<file path="src/rtl/cim_defs.svh">
// register offsets, field positions and reset values of the charger interrupt mask block
// assumes: included by the package and design files by bare name
`ifndef CIM_DEFS_SVH
`define CIM_DEFS_SVH

`define CIM_ADDR_W 8
`define CIM_OFS_CHG_MASK 8'h2a
`define CIM_OFS_THERM_MASK 8'h2b
`define CIM_OFS_FAULT_MASK 8'h2c
`define CIM_RST_VAL 8'h00
// writable bits of each register, reserved bits stay zero
`define CIM_CHG_WMASK 8'h7f
`define CIM_THERM_WMASK 8'h1f
`define CIM_FAULT_WMASK 8'hff
// field positions in the charger event mask
`define CIM_BIT_SRC_DET 6
`define CIM_BIT_ADC_DONE 5
`define CIM_BIT_MIN_SYS 4
`define CIM_BIT_FAST_TMR 3
`define CIM_BIT_TRICKLE_TMR 2
`define CIM_BIT_PRE_TMR 1
`define CIM_BIT_TOPOFF_TMR 0
// field positions in the thermal and boost mask
`define CIM_BIT_BAT_LOW_BOOST 4
`define CIM_BIT_COLD 3
`define CIM_BIT_COOL 2
`define CIM_BIT_WARM 1
`define CIM_BIT_HOT 0
// number of maskable event lines: 7 + 5 + 8
`define CIM_NUM_EV 20

`endif

</file>
<file path="src/rtl/cim_pkg.sv">
// types shared by the charger interrupt mask block
// assumes: cim_defs.svh supplies the numbers
`include "cim_defs.svh"
package cim_pkg;
    typedef logic [7:0] cim_byte_t;
    typedef logic [`CIM_NUM_EV-1:0] cim_ev_t;
    typedef struct packed {
        cim_byte_t chg_mask;
        cim_byte_t therm_mask;
        cim_byte_t fault_mask;
        cim_byte_t rdata;
        logic rvalid;
        cim_ev_t flags;
        logic irq;
    } cim_state_t;
endpackage : cim_pkg

</file>
<file path="src/rtl/cim_mask_reg.sv">
// one 8-bit mask register with separate clear sources
// assumes: single clock, writes are one-cycle strobes
`timescale 1ns/10ps
`include "cim_defs.svh"
module cim_mask_reg #(
    parameter logic [7:0] WMASK = 8'hff,
    parameter logic [7:0] WDOG_CLR = 8'h00
) (
    input wire logic i_mclk,
    input wire logic i_reset_n,
    input wire logic i_ce,
    input wire logic i_wr,
    input wire logic [7:0] i_wdata,
    input wire logic i_reg_rst,
    input wire logic i_wdog,
    output logic [7:0] o_val
);
    typedef struct packed {
        logic [7:0] val;
    } cim_mr_state_t;
    cim_mr_state_t s_q;
    cim_mr_state_t s_d;

    ////////////////////////////////////////////////////////////////
    // clears win over a same-cycle write; reserved bits forced zero
    always_comb begin
        s_d = s_q;
        if (i_wr) begin
            s_d.val = i_wdata & WMASK;
        end
        if (i_wdog) begin
            s_d.val = s_d.val & ~WDOG_CLR;
        end
        if (i_reg_rst) begin
            s_d.val = `CIM_RST_VAL;
        end
    end

    always_ff @(posedge i_mclk or negedge i_reset_n) begin
        if (!i_reset_n) begin
            s_q <= '0;
        end else if (i_ce) begin
            s_q <= s_d;
        end
    end

    assign o_val = s_q.val;
endmodule : cim_mask_reg

</file>
<file path="src/rtl/cim_top.sv">
// charger interrupt mask registers with flag capture and interrupt pulse
// assumes: host register port already decoded to byte address and strobes
// assumes: event inputs are one-cycle pulses already in this clock domain
// How it works
// - mask bit zero lets its event pulse the interrupt, one blocks it.
// - all three mask registers reset to zero.
// - charger mask bit 6 gates data-line source detection done.
// - charger mask bit 5 gates single-conversion converter done.
// - charger mask bit 4 gates entry or exit of minimum-system regulation.
// - charger mask bits 3..0 gate fast, trickle, pre-charge, top-off timer expiry.
// - thermal mask bit 4 gates battery too low for boost; watchdog clears.
// - thermal mask bits 3..0 gate cold, cool, warm, hot crossings; watchdog clears.
// - fault mask bit 7 gates battery-current regulation entry and exit.
// - fault mask bit 6 gates bus over-voltage entry.
// - fault mask bit 5 gates battery over-voltage entry.
// - fault mask bit 4 gates input over-current fault.
// - fault mask bit 3 gates battery over-current fault.
// - fault mask bit 2 gates switch over-current fault.
// - fault mask bits 1 and 0 gate adapter b and a over-voltage.
// - register-reset command clears every writable mask bit.
`timescale 1ns/10ps
`include "cim_defs.svh"
module cim_top (
    input wire logic i_mclk,
    input wire logic i_reset_n,
    input wire logic i_ce,
    input wire logic [7:0] i_addr,
    input wire logic i_wr,
    input wire logic i_rd,
    input wire logic [7:0] i_wdata,
    input wire logic i_reg_rst,
    input wire logic i_wdog_expire,
    input wire logic i_src_detect_done,
    input wire logic i_adc_done,
    input wire logic i_adc_one_shot,
    input wire logic i_min_sys_change,
    input wire logic i_fast_tmr_expire,
    input wire logic i_trickle_tmr_expire,
    input wire logic i_pre_tmr_expire,
    input wire logic i_topoff_tmr_expire,
    input wire logic i_bat_low_boost,
    input wire logic i_therm_cold,
    input wire logic i_therm_cool,
    input wire logic i_therm_warm,
    input wire logic i_therm_hot,
    input wire logic i_bat_cur_reg_change,
    input wire logic i_bus_ovp,
    input wire logic i_bat_ovp,
    input wire logic i_input_ocp,
    input wire logic i_bat_ocp,
    input wire logic i_switch_ocp,
    input wire logic i_adapter_b_ovp,
    input wire logic i_adapter_a_ovp,
    input wire logic i_flag_clr,
    output logic [7:0] o_rdata,
    output logic o_rvalid,
    output logic [`CIM_NUM_EV-1:0] o_event_flags,
    output logic o_irq_pulse,
    output logic [7:0] o_chg_mask,
    output logic [7:0] o_therm_mask,
    output logic [7:0] o_fault_mask
);
    cim_pkg::cim_state_t s_q;
    cim_pkg::cim_state_t s_d;
    logic [7:0] chg_val;
    logic [7:0] therm_val;
    logic [7:0] fault_val;
    logic wr_chg;
    logic wr_therm;
    logic wr_fault;
    cim_pkg::cim_ev_t ev;
    cim_pkg::cim_ev_t blk;

    ////////////////////////////////////////////////////////////////
    // address decode for the three writable registers
    assign wr_chg = i_wr && (i_addr == `CIM_OFS_CHG_MASK);
    assign wr_therm = i_wr && (i_addr == `CIM_OFS_THERM_MASK);
    assign wr_fault = i_wr && (i_addr == `CIM_OFS_FAULT_MASK);

    // reserved bits are cut by the write masks
    cim_mask_reg #(.WMASK(`CIM_CHG_WMASK), .WDOG_CLR(8'h00)) u_chg (
        .i_mclk(i_mclk), .i_reset_n(i_reset_n), .i_ce(i_ce), .i_wr(wr_chg),
        .i_wdata(i_wdata), .i_reg_rst(i_reg_rst), .i_wdog(i_wdog_expire),
        .o_val(chg_val)
    );
    // watchdog also clears the boost and thermal fields
    cim_mask_reg #(.WMASK(`CIM_THERM_WMASK), .WDOG_CLR(`CIM_THERM_WMASK)) u_therm (
        .i_mclk(i_mclk), .i_reset_n(i_reset_n), .i_ce(i_ce), .i_wr(wr_therm),
        .i_wdata(i_wdata), .i_reg_rst(i_reg_rst), .i_wdog(i_wdog_expire),
        .o_val(therm_val)
    );
    cim_mask_reg #(.WMASK(`CIM_FAULT_WMASK), .WDOG_CLR(8'h00)) u_fault (
        .i_mclk(i_mclk), .i_reset_n(i_reset_n), .i_ce(i_ce), .i_wr(wr_fault),
        .i_wdata(i_wdata), .i_reg_rst(i_reg_rst), .i_wdog(i_wdog_expire),
        .o_val(fault_val)
    );

    // write path checks: reserved bits never land when no clear comes in the same cycle
    a_chg_write_cut: assert property (@(posedge i_mclk) disable iff (!i_reset_n)
        i_ce && wr_chg && !i_reg_rst |=> chg_val == ($past(i_wdata) & `CIM_CHG_WMASK))
        else $error("charger mask write kept reserved bits");
    a_therm_write_cut: assert property (@(posedge i_mclk) disable iff (!i_reset_n)
        i_ce && wr_therm && !i_reg_rst && !i_wdog_expire |=> therm_val == ($past(i_wdata) & `CIM_THERM_WMASK))
        else $error("thermal mask write kept reserved bits");
    // watchdog touches only the thermal and boost fields
    a_wdog_spares_chg: assert property (@(posedge i_mclk) disable iff (!i_reset_n)
        i_ce && i_wdog_expire && !i_reg_rst && !wr_chg |=> $stable(chg_val))
        else $error("watchdog disturbed charger mask");
    // writes to unmapped offsets move no mask
    a_unmapped_write: assert property (@(posedge i_mclk) disable iff (!i_reset_n)
        i_ce && i_wr && !wr_chg && !wr_therm && !wr_fault && !i_reg_rst && !i_wdog_expire
        |=> $stable(chg_val) && $stable(therm_val) && $stable(fault_val))
        else $error("unmapped write changed a mask");
    // a frozen clock enable holds every mask bit
    a_ce_holds_masks: assert property (@(posedge i_mclk) disable iff (!i_reset_n)
        !i_ce |=> $stable(chg_val) && $stable(therm_val) && $stable(fault_val))
        else $error("mask changed while clock enable low");

    ////////////////////////////////////////////////////////////////
    // event vector: fault mask in bits 19..12, thermal 11..7, charger 6..0
    always_comb begin
        ev = '0;
        ev[6] = i_src_detect_done;
        ev[5] = i_adc_done & i_adc_one_shot; // continuous mode never interrupts
        ev[4] = i_min_sys_change;
        ev[3] = i_fast_tmr_expire;
        ev[2] = i_trickle_tmr_expire;
        ev[1] = i_pre_tmr_expire;
        ev[0] = i_topoff_tmr_expire;
        ev[11] = i_bat_low_boost;
        ev[10] = i_therm_cold;
        ev[9] = i_therm_cool;
        ev[8] = i_therm_warm;
        ev[7] = i_therm_hot;
        ev[19] = i_bat_cur_reg_change;
        ev[18] = i_bus_ovp;
        ev[17] = i_bat_ovp;
        ev[16] = i_input_ocp;
        ev[15] = i_bat_ocp;
        ev[14] = i_switch_ocp;
        ev[13] = i_adapter_b_ovp;
        ev[12] = i_adapter_a_ovp;
    end

    // one mask bit per event line, same layout as ev
    assign blk = {fault_val, therm_val[4:0], chg_val[6:0]};

    // per-line gates: an open mask bit lets its event through one cycle later
    a_adc_one_shot: assert property (@(posedge i_mclk) disable iff (!i_reset_n)
        i_ce && i_adc_done && i_adc_one_shot && !chg_val[5] |=> o_irq_pulse)
        else $error("one-shot conversion done did not interrupt");
    a_min_sys_gate: assert property (@(posedge i_mclk) disable iff (!i_reset_n)
        i_ce && i_min_sys_change && !chg_val[4] |=> o_irq_pulse)
        else $error("minimum-system change did not interrupt");
    a_topoff_gate: assert property (@(posedge i_mclk) disable iff (!i_reset_n)
        i_ce && i_topoff_tmr_expire && !chg_val[0] |=> o_irq_pulse)
        else $error("top-off timer did not interrupt");
    a_boost_low_gate: assert property (@(posedge i_mclk) disable iff (!i_reset_n)
        i_ce && i_bat_low_boost && !therm_val[4] |=> o_irq_pulse)
        else $error("battery low for boost did not interrupt");
    a_therm_hot_gate: assert property (@(posedge i_mclk) disable iff (!i_reset_n)
        i_ce && i_therm_hot && !therm_val[0] |=> o_irq_pulse)
        else $error("hot crossing did not interrupt");
    a_cur_reg_gate: assert property (@(posedge i_mclk) disable iff (!i_reset_n)
        i_ce && i_bat_cur_reg_change && !fault_val[7] |=> o_irq_pulse)
        else $error("battery current regulation did not interrupt");
    a_bat_ovp_gate: assert property (@(posedge i_mclk) disable iff (!i_reset_n)
        i_ce && i_bat_ovp && !fault_val[5] |=> o_irq_pulse)
        else $error("battery over-voltage did not interrupt");
    a_input_ocp_gate: assert property (@(posedge i_mclk) disable iff (!i_reset_n)
        i_ce && i_input_ocp && !fault_val[4] |=> o_irq_pulse)
        else $error("input over-current did not interrupt");
    a_bat_ocp_gate: assert property (@(posedge i_mclk) disable iff (!i_reset_n)
        i_ce && i_bat_ocp && !fault_val[3] |=> o_irq_pulse)
        else $error("battery over-current did not interrupt");
    a_switch_ocp_gate: assert property (@(posedge i_mclk) disable iff (!i_reset_n)
        i_ce && i_switch_ocp && !fault_val[2] |=> o_irq_pulse)
        else $error("switch over-current did not interrupt");
    a_adapter_b_gate: assert property (@(posedge i_mclk) disable iff (!i_reset_n)
        i_ce && i_adapter_b_ovp && !fault_val[1] |=> o_irq_pulse)
        else $error("adapter b over-voltage did not interrupt");
    a_adapter_a_gate: assert property (@(posedge i_mclk) disable iff (!i_reset_n)
        i_ce && i_adapter_a_ovp && !fault_val[0] |=> o_irq_pulse)
        else $error("adapter a over-voltage did not interrupt");
    // a set mask bit on every active line keeps the pulse low
    a_masked_all_quiet: assert property (@(posedge i_mclk) disable iff (!i_reset_n)
        i_ce && ((ev & ~blk) == '0) |=> !o_irq_pulse)
        else $error("pulse with every active line masked");

    ////////////////////////////////////////////////////////////////
    // next state: read port, sticky flags, gated pulse
    always_comb begin
        s_d = s_q;
        s_d.chg_mask = chg_val;
        s_d.therm_mask = therm_val;
        s_d.fault_mask = fault_val;
        s_d.rvalid = i_rd;
        if (i_rd) begin
            unique case (i_addr)
                `CIM_OFS_CHG_MASK: s_d.rdata = chg_val; // bit 7 reads zero
                `CIM_OFS_THERM_MASK: s_d.rdata = therm_val;
                `CIM_OFS_FAULT_MASK: s_d.rdata = fault_val;
                default: s_d.rdata = 8'h00; // unmapped reads zero
            endcase
        end
        // flags record regardless of mask; set wins over clear
        if (i_flag_clr) begin
            s_d.flags = '0;
        end
        s_d.flags = s_d.flags | ev;
        s_d.irq = |(ev & ~blk); // zero in a mask lets the pulse through
    end

    always_ff @(posedge i_mclk or negedge i_reset_n) begin
        if (!i_reset_n) begin
            s_q <= '0;
        end else if (i_ce) begin
            s_q <= s_d;
        end
    end

    // read port and flag checks, one cycle behind the strobe or event
    a_rvalid_follows: assert property (@(posedge i_mclk) disable iff (!i_reset_n)
        i_ce |=> o_rvalid == $past(i_rd))
        else $error("read valid not one cycle behind strobe");
    a_read_chg: assert property (@(posedge i_mclk) disable iff (!i_reset_n)
        i_ce && i_rd && i_addr == `CIM_OFS_CHG_MASK |=> o_rdata == $past(chg_val))
        else $error("charger mask read back wrong");
    a_read_therm: assert property (@(posedge i_mclk) disable iff (!i_reset_n)
        i_ce && i_rd && i_addr == `CIM_OFS_THERM_MASK |=> o_rdata == $past(therm_val))
        else $error("thermal mask read back wrong");
    a_read_fault: assert property (@(posedge i_mclk) disable iff (!i_reset_n)
        i_ce && i_rd && i_addr == `CIM_OFS_FAULT_MASK |=> o_rdata == $past(fault_val))
        else $error("fault mask read back wrong");
    a_read_unmapped: assert property (@(posedge i_mclk) disable iff (!i_reset_n)
        i_ce && i_rd && i_addr != `CIM_OFS_CHG_MASK && i_addr != `CIM_OFS_THERM_MASK
        && i_addr != `CIM_OFS_FAULT_MASK |=> o_rdata == 8'h00)
        else $error("unmapped read not zero");
    a_flag_set_wins: assert property (@(posedge i_mclk) disable iff (!i_reset_n)
        i_ce && i_flag_clr && i_bus_ovp |=> o_event_flags[18])
        else $error("flag clear beat a same-cycle event");
    a_flag_sticky: assert property (@(posedge i_mclk) disable iff (!i_reset_n)
        i_ce && !i_flag_clr |=> (o_event_flags & $past(o_event_flags)) == $past(o_event_flags))
        else $error("event flag dropped without a clear");
    a_flag_clears: assert property (@(posedge i_mclk) disable iff (!i_reset_n)
        i_ce && i_flag_clr && ev == '0 |=> o_event_flags == '0)
        else $error("flag clear left flags set");
    a_mask_mirror: assert property (@(posedge i_mclk) disable iff (!i_reset_n)
        i_ce |=> o_chg_mask == $past(chg_val) && o_therm_mask == $past(therm_val)
        && o_fault_mask == $past(fault_val))
        else $error("mask mirror outputs out of step");
    a_ce_holds_state: assert property (@(posedge i_mclk) disable iff (!i_reset_n)
        !i_ce |=> $stable(s_q))
        else $error("state moved while clock enable low");

    assign o_rdata = s_q.rdata;
    assign o_rvalid = s_q.rvalid;
    assign o_event_flags = s_q.flags;
    assign o_irq_pulse = s_q.irq;
    assign o_chg_mask = s_q.chg_mask;
    assign o_therm_mask = s_q.therm_mask;
    assign o_fault_mask = s_q.fault_mask;

    ////////////////////////////////////////////////////////////////
    // checks
    // gate checks; the masked and continuous-mode antecedents leave the other lines quiet
    a_masked_no_irq: assert property (@(posedge i_mclk) disable iff (!i_reset_n)
        i_ce && i_fast_tmr_expire && chg_val[3] && ((ev & ~blk) == '0) |=> !o_irq_pulse)
        else $error("masked timer event raised interrupt");
    a_open_irq: assert property (@(posedge i_mclk) disable iff (!i_reset_n)
        i_ce && i_bus_ovp && !fault_val[6] |=> o_irq_pulse)
        else $error("unmasked bus ovp missed interrupt");
    a_src_det_gate: assert property (@(posedge i_mclk) disable iff (!i_reset_n)
        i_ce && i_src_detect_done && !chg_val[6] |=> o_irq_pulse)
        else $error("source detect did not interrupt");
    a_adc_cont_quiet: assert property (@(posedge i_mclk) disable iff (!i_reset_n)
        i_ce && i_adc_done && !i_adc_one_shot && ((ev & ~blk) == '0) |=> !o_irq_pulse)
        else $error("continuous conversion raised interrupt");
    // reserved bits are never stored, so they can only read zero
    a_reserved_zero: assert property (@(posedge i_mclk) disable iff (!i_reset_n)
        chg_val[7] == 1'b0 && therm_val[7:5] == 3'h0)
        else $error("reserved mask bits not zero");
    // clear commands; a same-cycle fault write or register reset may still move the fault mask
    a_wdog_clears: assert property (@(posedge i_mclk) disable iff (!i_reset_n)
        i_ce && i_wdog_expire && !wr_fault && !i_reg_rst |=> therm_val == 8'h00 && $stable(fault_val))
        else $error("watchdog clear wrong");
    a_regrst_clears: assert property (@(posedge i_mclk) disable iff (!i_reset_n)
        i_ce && i_reg_rst |=> chg_val == 8'h00 && therm_val == 8'h00 && fault_val == 8'h00)
        else $error("register reset left mask bits");
    a_flag_records: assert property (@(posedge i_mclk) disable iff (!i_reset_n)
        i_ce && i_bat_ocp |=> o_event_flags[15])
        else $error("event flag lost while masked");
    a_write_lands: assert property (@(posedge i_mclk) disable iff (!i_reset_n)
        i_ce && wr_fault && !i_reg_rst |=> fault_val == $past(i_wdata))
        else $error("fault mask write lost");
    // main scenarios worth seeing at least once
    c_masked_event: cover property (@(posedge i_mclk) i_bat_ocp && fault_val[3]);
    c_open_event: cover property (@(posedge i_mclk) o_irq_pulse);
    c_wdog: cover property (@(posedge i_mclk) i_wdog_expire && therm_val != 8'h00);
    c_flag_race: cover property (@(posedge i_mclk) i_flag_clr && i_bus_ovp);
    c_ce_frozen_write: cover property (@(posedge i_mclk) !i_ce && i_wr);
endmodule : cim_top

</file>
<file path="config.mk">
export PLATFORM = sky130hd
export DESIGN_NAME = cim_top
export DESIGN_NICKNAME = d
export VERILOG_FILES = /design/src/rtl/cim_pkg.sv /design/src/rtl/cim_mask_reg.sv /design/src/rtl/cim_top.sv
export VERILOG_INCLUDE_DIRS = /design/src /design/src/rtl
export SDC_FILE = /design/constraint.sdc
export NUM_CORES = 1
export LEC_CHECK = 0
export BUFFER_PORTS_ARGS = -buffer_cell sky130_fd_sc_hd__buf_2
export CORE_MARGIN = 2
export CORE_UTILIZATION = 45
export DETAILED_ROUTE_END_ITERATION = 12
export GPL_TIMING_DRIVEN = 0
export PLACE_DENSITY = 0.72
export SYNTH_ARGS = -nofsm -noshare
export SYNTH_HDL_FRONTEND = slang
export SYNTH_SLANG_ARGS = --single-unit
</file>
<file path="constraint.sdc">
create_clock -name i_mclk -period 1.5 [get_ports i_mclk]
set_input_delay 0.3 -clock i_mclk [delete_from_list [all_inputs] [get_ports i_mclk]]
set_output_delay 0.3 -clock i_mclk [all_outputs]
set_load 0.005 [all_outputs]
</file>
==> metrics.txt <==
vias in the first global route 2410; Compound-Gate Fraction of Synth Area 16.4%; Max-Cap Viols 0; Num CTS Buffers 9; Ports 99; drc violations 0; Worst R2R Path Depth 4; Area Overhead vs Synth 26.9%; TNS Setup 0 ns; total iterations of the first detailed-routing run 5; Clk Latency, worst-skew pair 0.34 ns; routed vias/inst 5.49; CP Capture Point o_irq_pulse; root buffer cell clkbuf_8; CTS Sinks 70; Relative slew margins 42.4%; Die H 86.7 um; Worst EP arrival 1.63 ns; Seq/Total Area, Yosys 56.9%; Worst IR Drop VDD 511 uV; Post-Synthesis Cells 260; Worst Hold Class input pin to async pin; total leakage power 2.01 nW; Port Buffers 93; Final period util 93.8%; xor-xnor portion of the synthesized cell area 0%; fin crit period 1.41 ns; drt total wl 7880 um; YS warnings 0; worst r2r src u_therm.o_val[4]; mapped cell area 3080 um^2; predominant post-synthesis flop cell dfrtp_1; CP max stage delay 0.47 ns; post-synthesis mux area share 9.67%; average cell area after synthesis 11.8 um^2; Final Hold Viols 0; CP Depth 4; first-pass GRT wire length 12400 um; Core Footprint 6720 um^2; crit-path max FO 4; Crit Path Class register to register; Synth cell types 39; FMAX 0.711 GHz; fillers 594; worst path cell trace nor2b_1 > a2111o_1 > nor4_2 > a31oi_1; Hold Buf Count CTS 0; final-report setup violation count 0; nets 414; CP required 1.72 ns; GRT Total Usage 21.8%; fraction of layout cells with a size suffix above 1 38.9%; CP startpoint kind register; Worst R2R End o_irq_pulse; Final Wtd Congestion 0.828; largest net degree at the start of global routing 71; synthesized flop and latch total 70; Post-Synth Adder-Cell Area 0%; Initial Utilization 45.8%; slowest stage cell, crit path dfrtp_1; placed cell count 436; # rows 30; reg-to-reg slack, setup 0.09 ns; power density over cell area 1070 nW/um^2; Clock Tree Buf Depth 2; Clock Pin Slew Worst Setup and Hold Paths 0.07 ns; initial antenna violation count 0; drt first-iter violations 167; CTS H-tree depth 3; simple-gate share of the synthesized area 12.6%; Worst Tran Pin Value 0.865 ns; die width 86.7 um; status completed; Layout Cells excl Fill 453; via count 2486; delay-heaviest family, CP compound AO/OA/AOI/OAI gates; RSZ-0062 raised after global routing false; commonest non-fill, non-tap cell in the layout buf_2; half-perimeter wire length after placement 5800 um; Routed wire per std cell 17.4 um; Crit path buffers/inverters 0; Async S/R FF share, synth 100%; EDFF count, synth 0; Slew Viols, Final 0; combinational family with the most area after synthesis compound AO/OA/AOI/OAI gates; die area 7520 um^2; antenna violation net count after detailed routing 0; clock skew 0.00608 ns; most frequent cells in the layout buf_2 (94), dfrtp_1 (70), a22o_1 (24), mux2_2 (22), nand2_1 (20); Worst setup startpoint u_therm.o_val[4]; CTS tree done; crit end category register; n_diodes 0; grt total ovfl 0
-- logic make-up after synthesis --
| group | after synthesis |
|---|---|
| AND/OR/NAND/NOR | 65 |
| multiplexers | 27 |
| buffers and inverters | 31 |
| flip-flops | 70 |
| AO/OA/AOI/OAI | 66 |
| other | 1 |
-- layer usage --
| metal | vias up | part of all wire [%] | GRT usage, % |
|---|---|---|---|
| li1 | 1167 | - | - |
| met1 | 1234 | 45 | 30.3 |
| met2 | 76 | 49 | 34.5 |
| met3 | 9 | 5.2 | 3.90 |
| met4 | 0 | 1.5 | 7.39 |
| met5 | - | 0 | 0 |
-- state kept, by name (all words and copies together), names as in the netlist --
register,cells
o_therm_mask,5
o_irq_pulse,1
u_fault.o_val,8
o_rvalid,1
u_therm.o_val,5
u_chg.o_val,7
o_fault_mask,8
o_rdata,8
o_event_flags,20
o_chg_mask,7
-- worst min path at each step --
stage	slack, ns	endpoint	depth (start not counted)
after floorplan	0.004	o_chg_mask[0]	0
after global placement	0.46	o_event_flags[19]	2
after detailed placement	0.47	o_event_flags[1]	1
after CTS	0.11	o_event_flags[1]	1
after global routing	0.15	o_event_flags[1]	1
final	0.06	o_event_flags[1]	1
-- layout make-up --
cell class	count	area, um^2	area share, %
Sequential cell	70	1750	44.8
Multi-Input combinational cell	162	1230	31.6
Timing Repair Buffer	95	483	12.4
Clock buffer	10	128	3.27
Tap cell	80	100	2.56
Buffer	16	80.1	2.05
Clock inverter	5	75.1	1.92
Inverter	15	56.3	1.44
-- cell usage after synthesis, drive strengths merged (2+ instances only) --
master / instances / area share [%]
a21o: 2 / 0.49
a21oi: 5 / 0.81
a221o: 6 / 2.0
a221oi: 2 / 0.57
a22o: 24 / 6.8
a22oi: 2 / 0.49
buf: 10 / 1.8
clkbuf: 6 / 0.73
dfrtp: 70 / 57
inv: 15 / 1.8
mux2: 22 / 8.0
mux2i: 5 / 1.6
nand2: 20 / 2.4
nand2b: 6 / 1.2
nand4: 5 / 1.2
nor2: 8 / 0.98
nor2b: 11 / 2.2
nor3b: 7 / 1.9
nor4: 2 / 0.61
o2111ai: 2 / 0.57
o21ai: 13 / 2.1
o22ai: 4 / 0.81
o41ai: 2 / 0.57
-- worst reg2reg max path: cells and delay by family (launching register included) --
family          cells  cell delay [ns]
flops               1             0.47
simple gates        2             0.31
compound gates      2             0.51
-- where the power goes --
group | switching [mW] | internal [mW] | total, mW
clock | 0.666 | 0.919 | 1.58
sequential | 0.0724 | 2.00 | 2.07
combinational | 0.275 | 0.241 | 0.516
total | 1.01 | 3.16 | 4.18
-- repair_timing --
| action | 4_1_cts | 5_1_grt |
|---|---|---|
| gates resized for setup | 0 | 7 |
| buffers inserted | 0 | 2 |
| endpoints found under the setup margin | 0 | 19 |
-- per-stage QoR --
| step | setup WS (ns) | power, mW | utilization, % | area [um^2] | hold slack, ns |
|---|---|---|---|---|---|
| final | 0.0928 | 4.18 | 58.1 | 3910 | 0.0634 |
| after global routing | 0.0213 | 4.34 | 58.1 | 3910 | 0.148 |
| after CTS | 0.0385 | 4.18 | 57.5 | 3860 | 0.106 |
| after detailed placement | -0.326 | 2.62 | 54.5 | 3660 | 0.466 |
| after global placement | -0.278 | 2.60 | 54.4 | 3660 | 0.456 |
| after floorplan | 0.0299 | 2.34 | - | 3090 | 0.00441 |
Power figures use the tool's default switching activity.
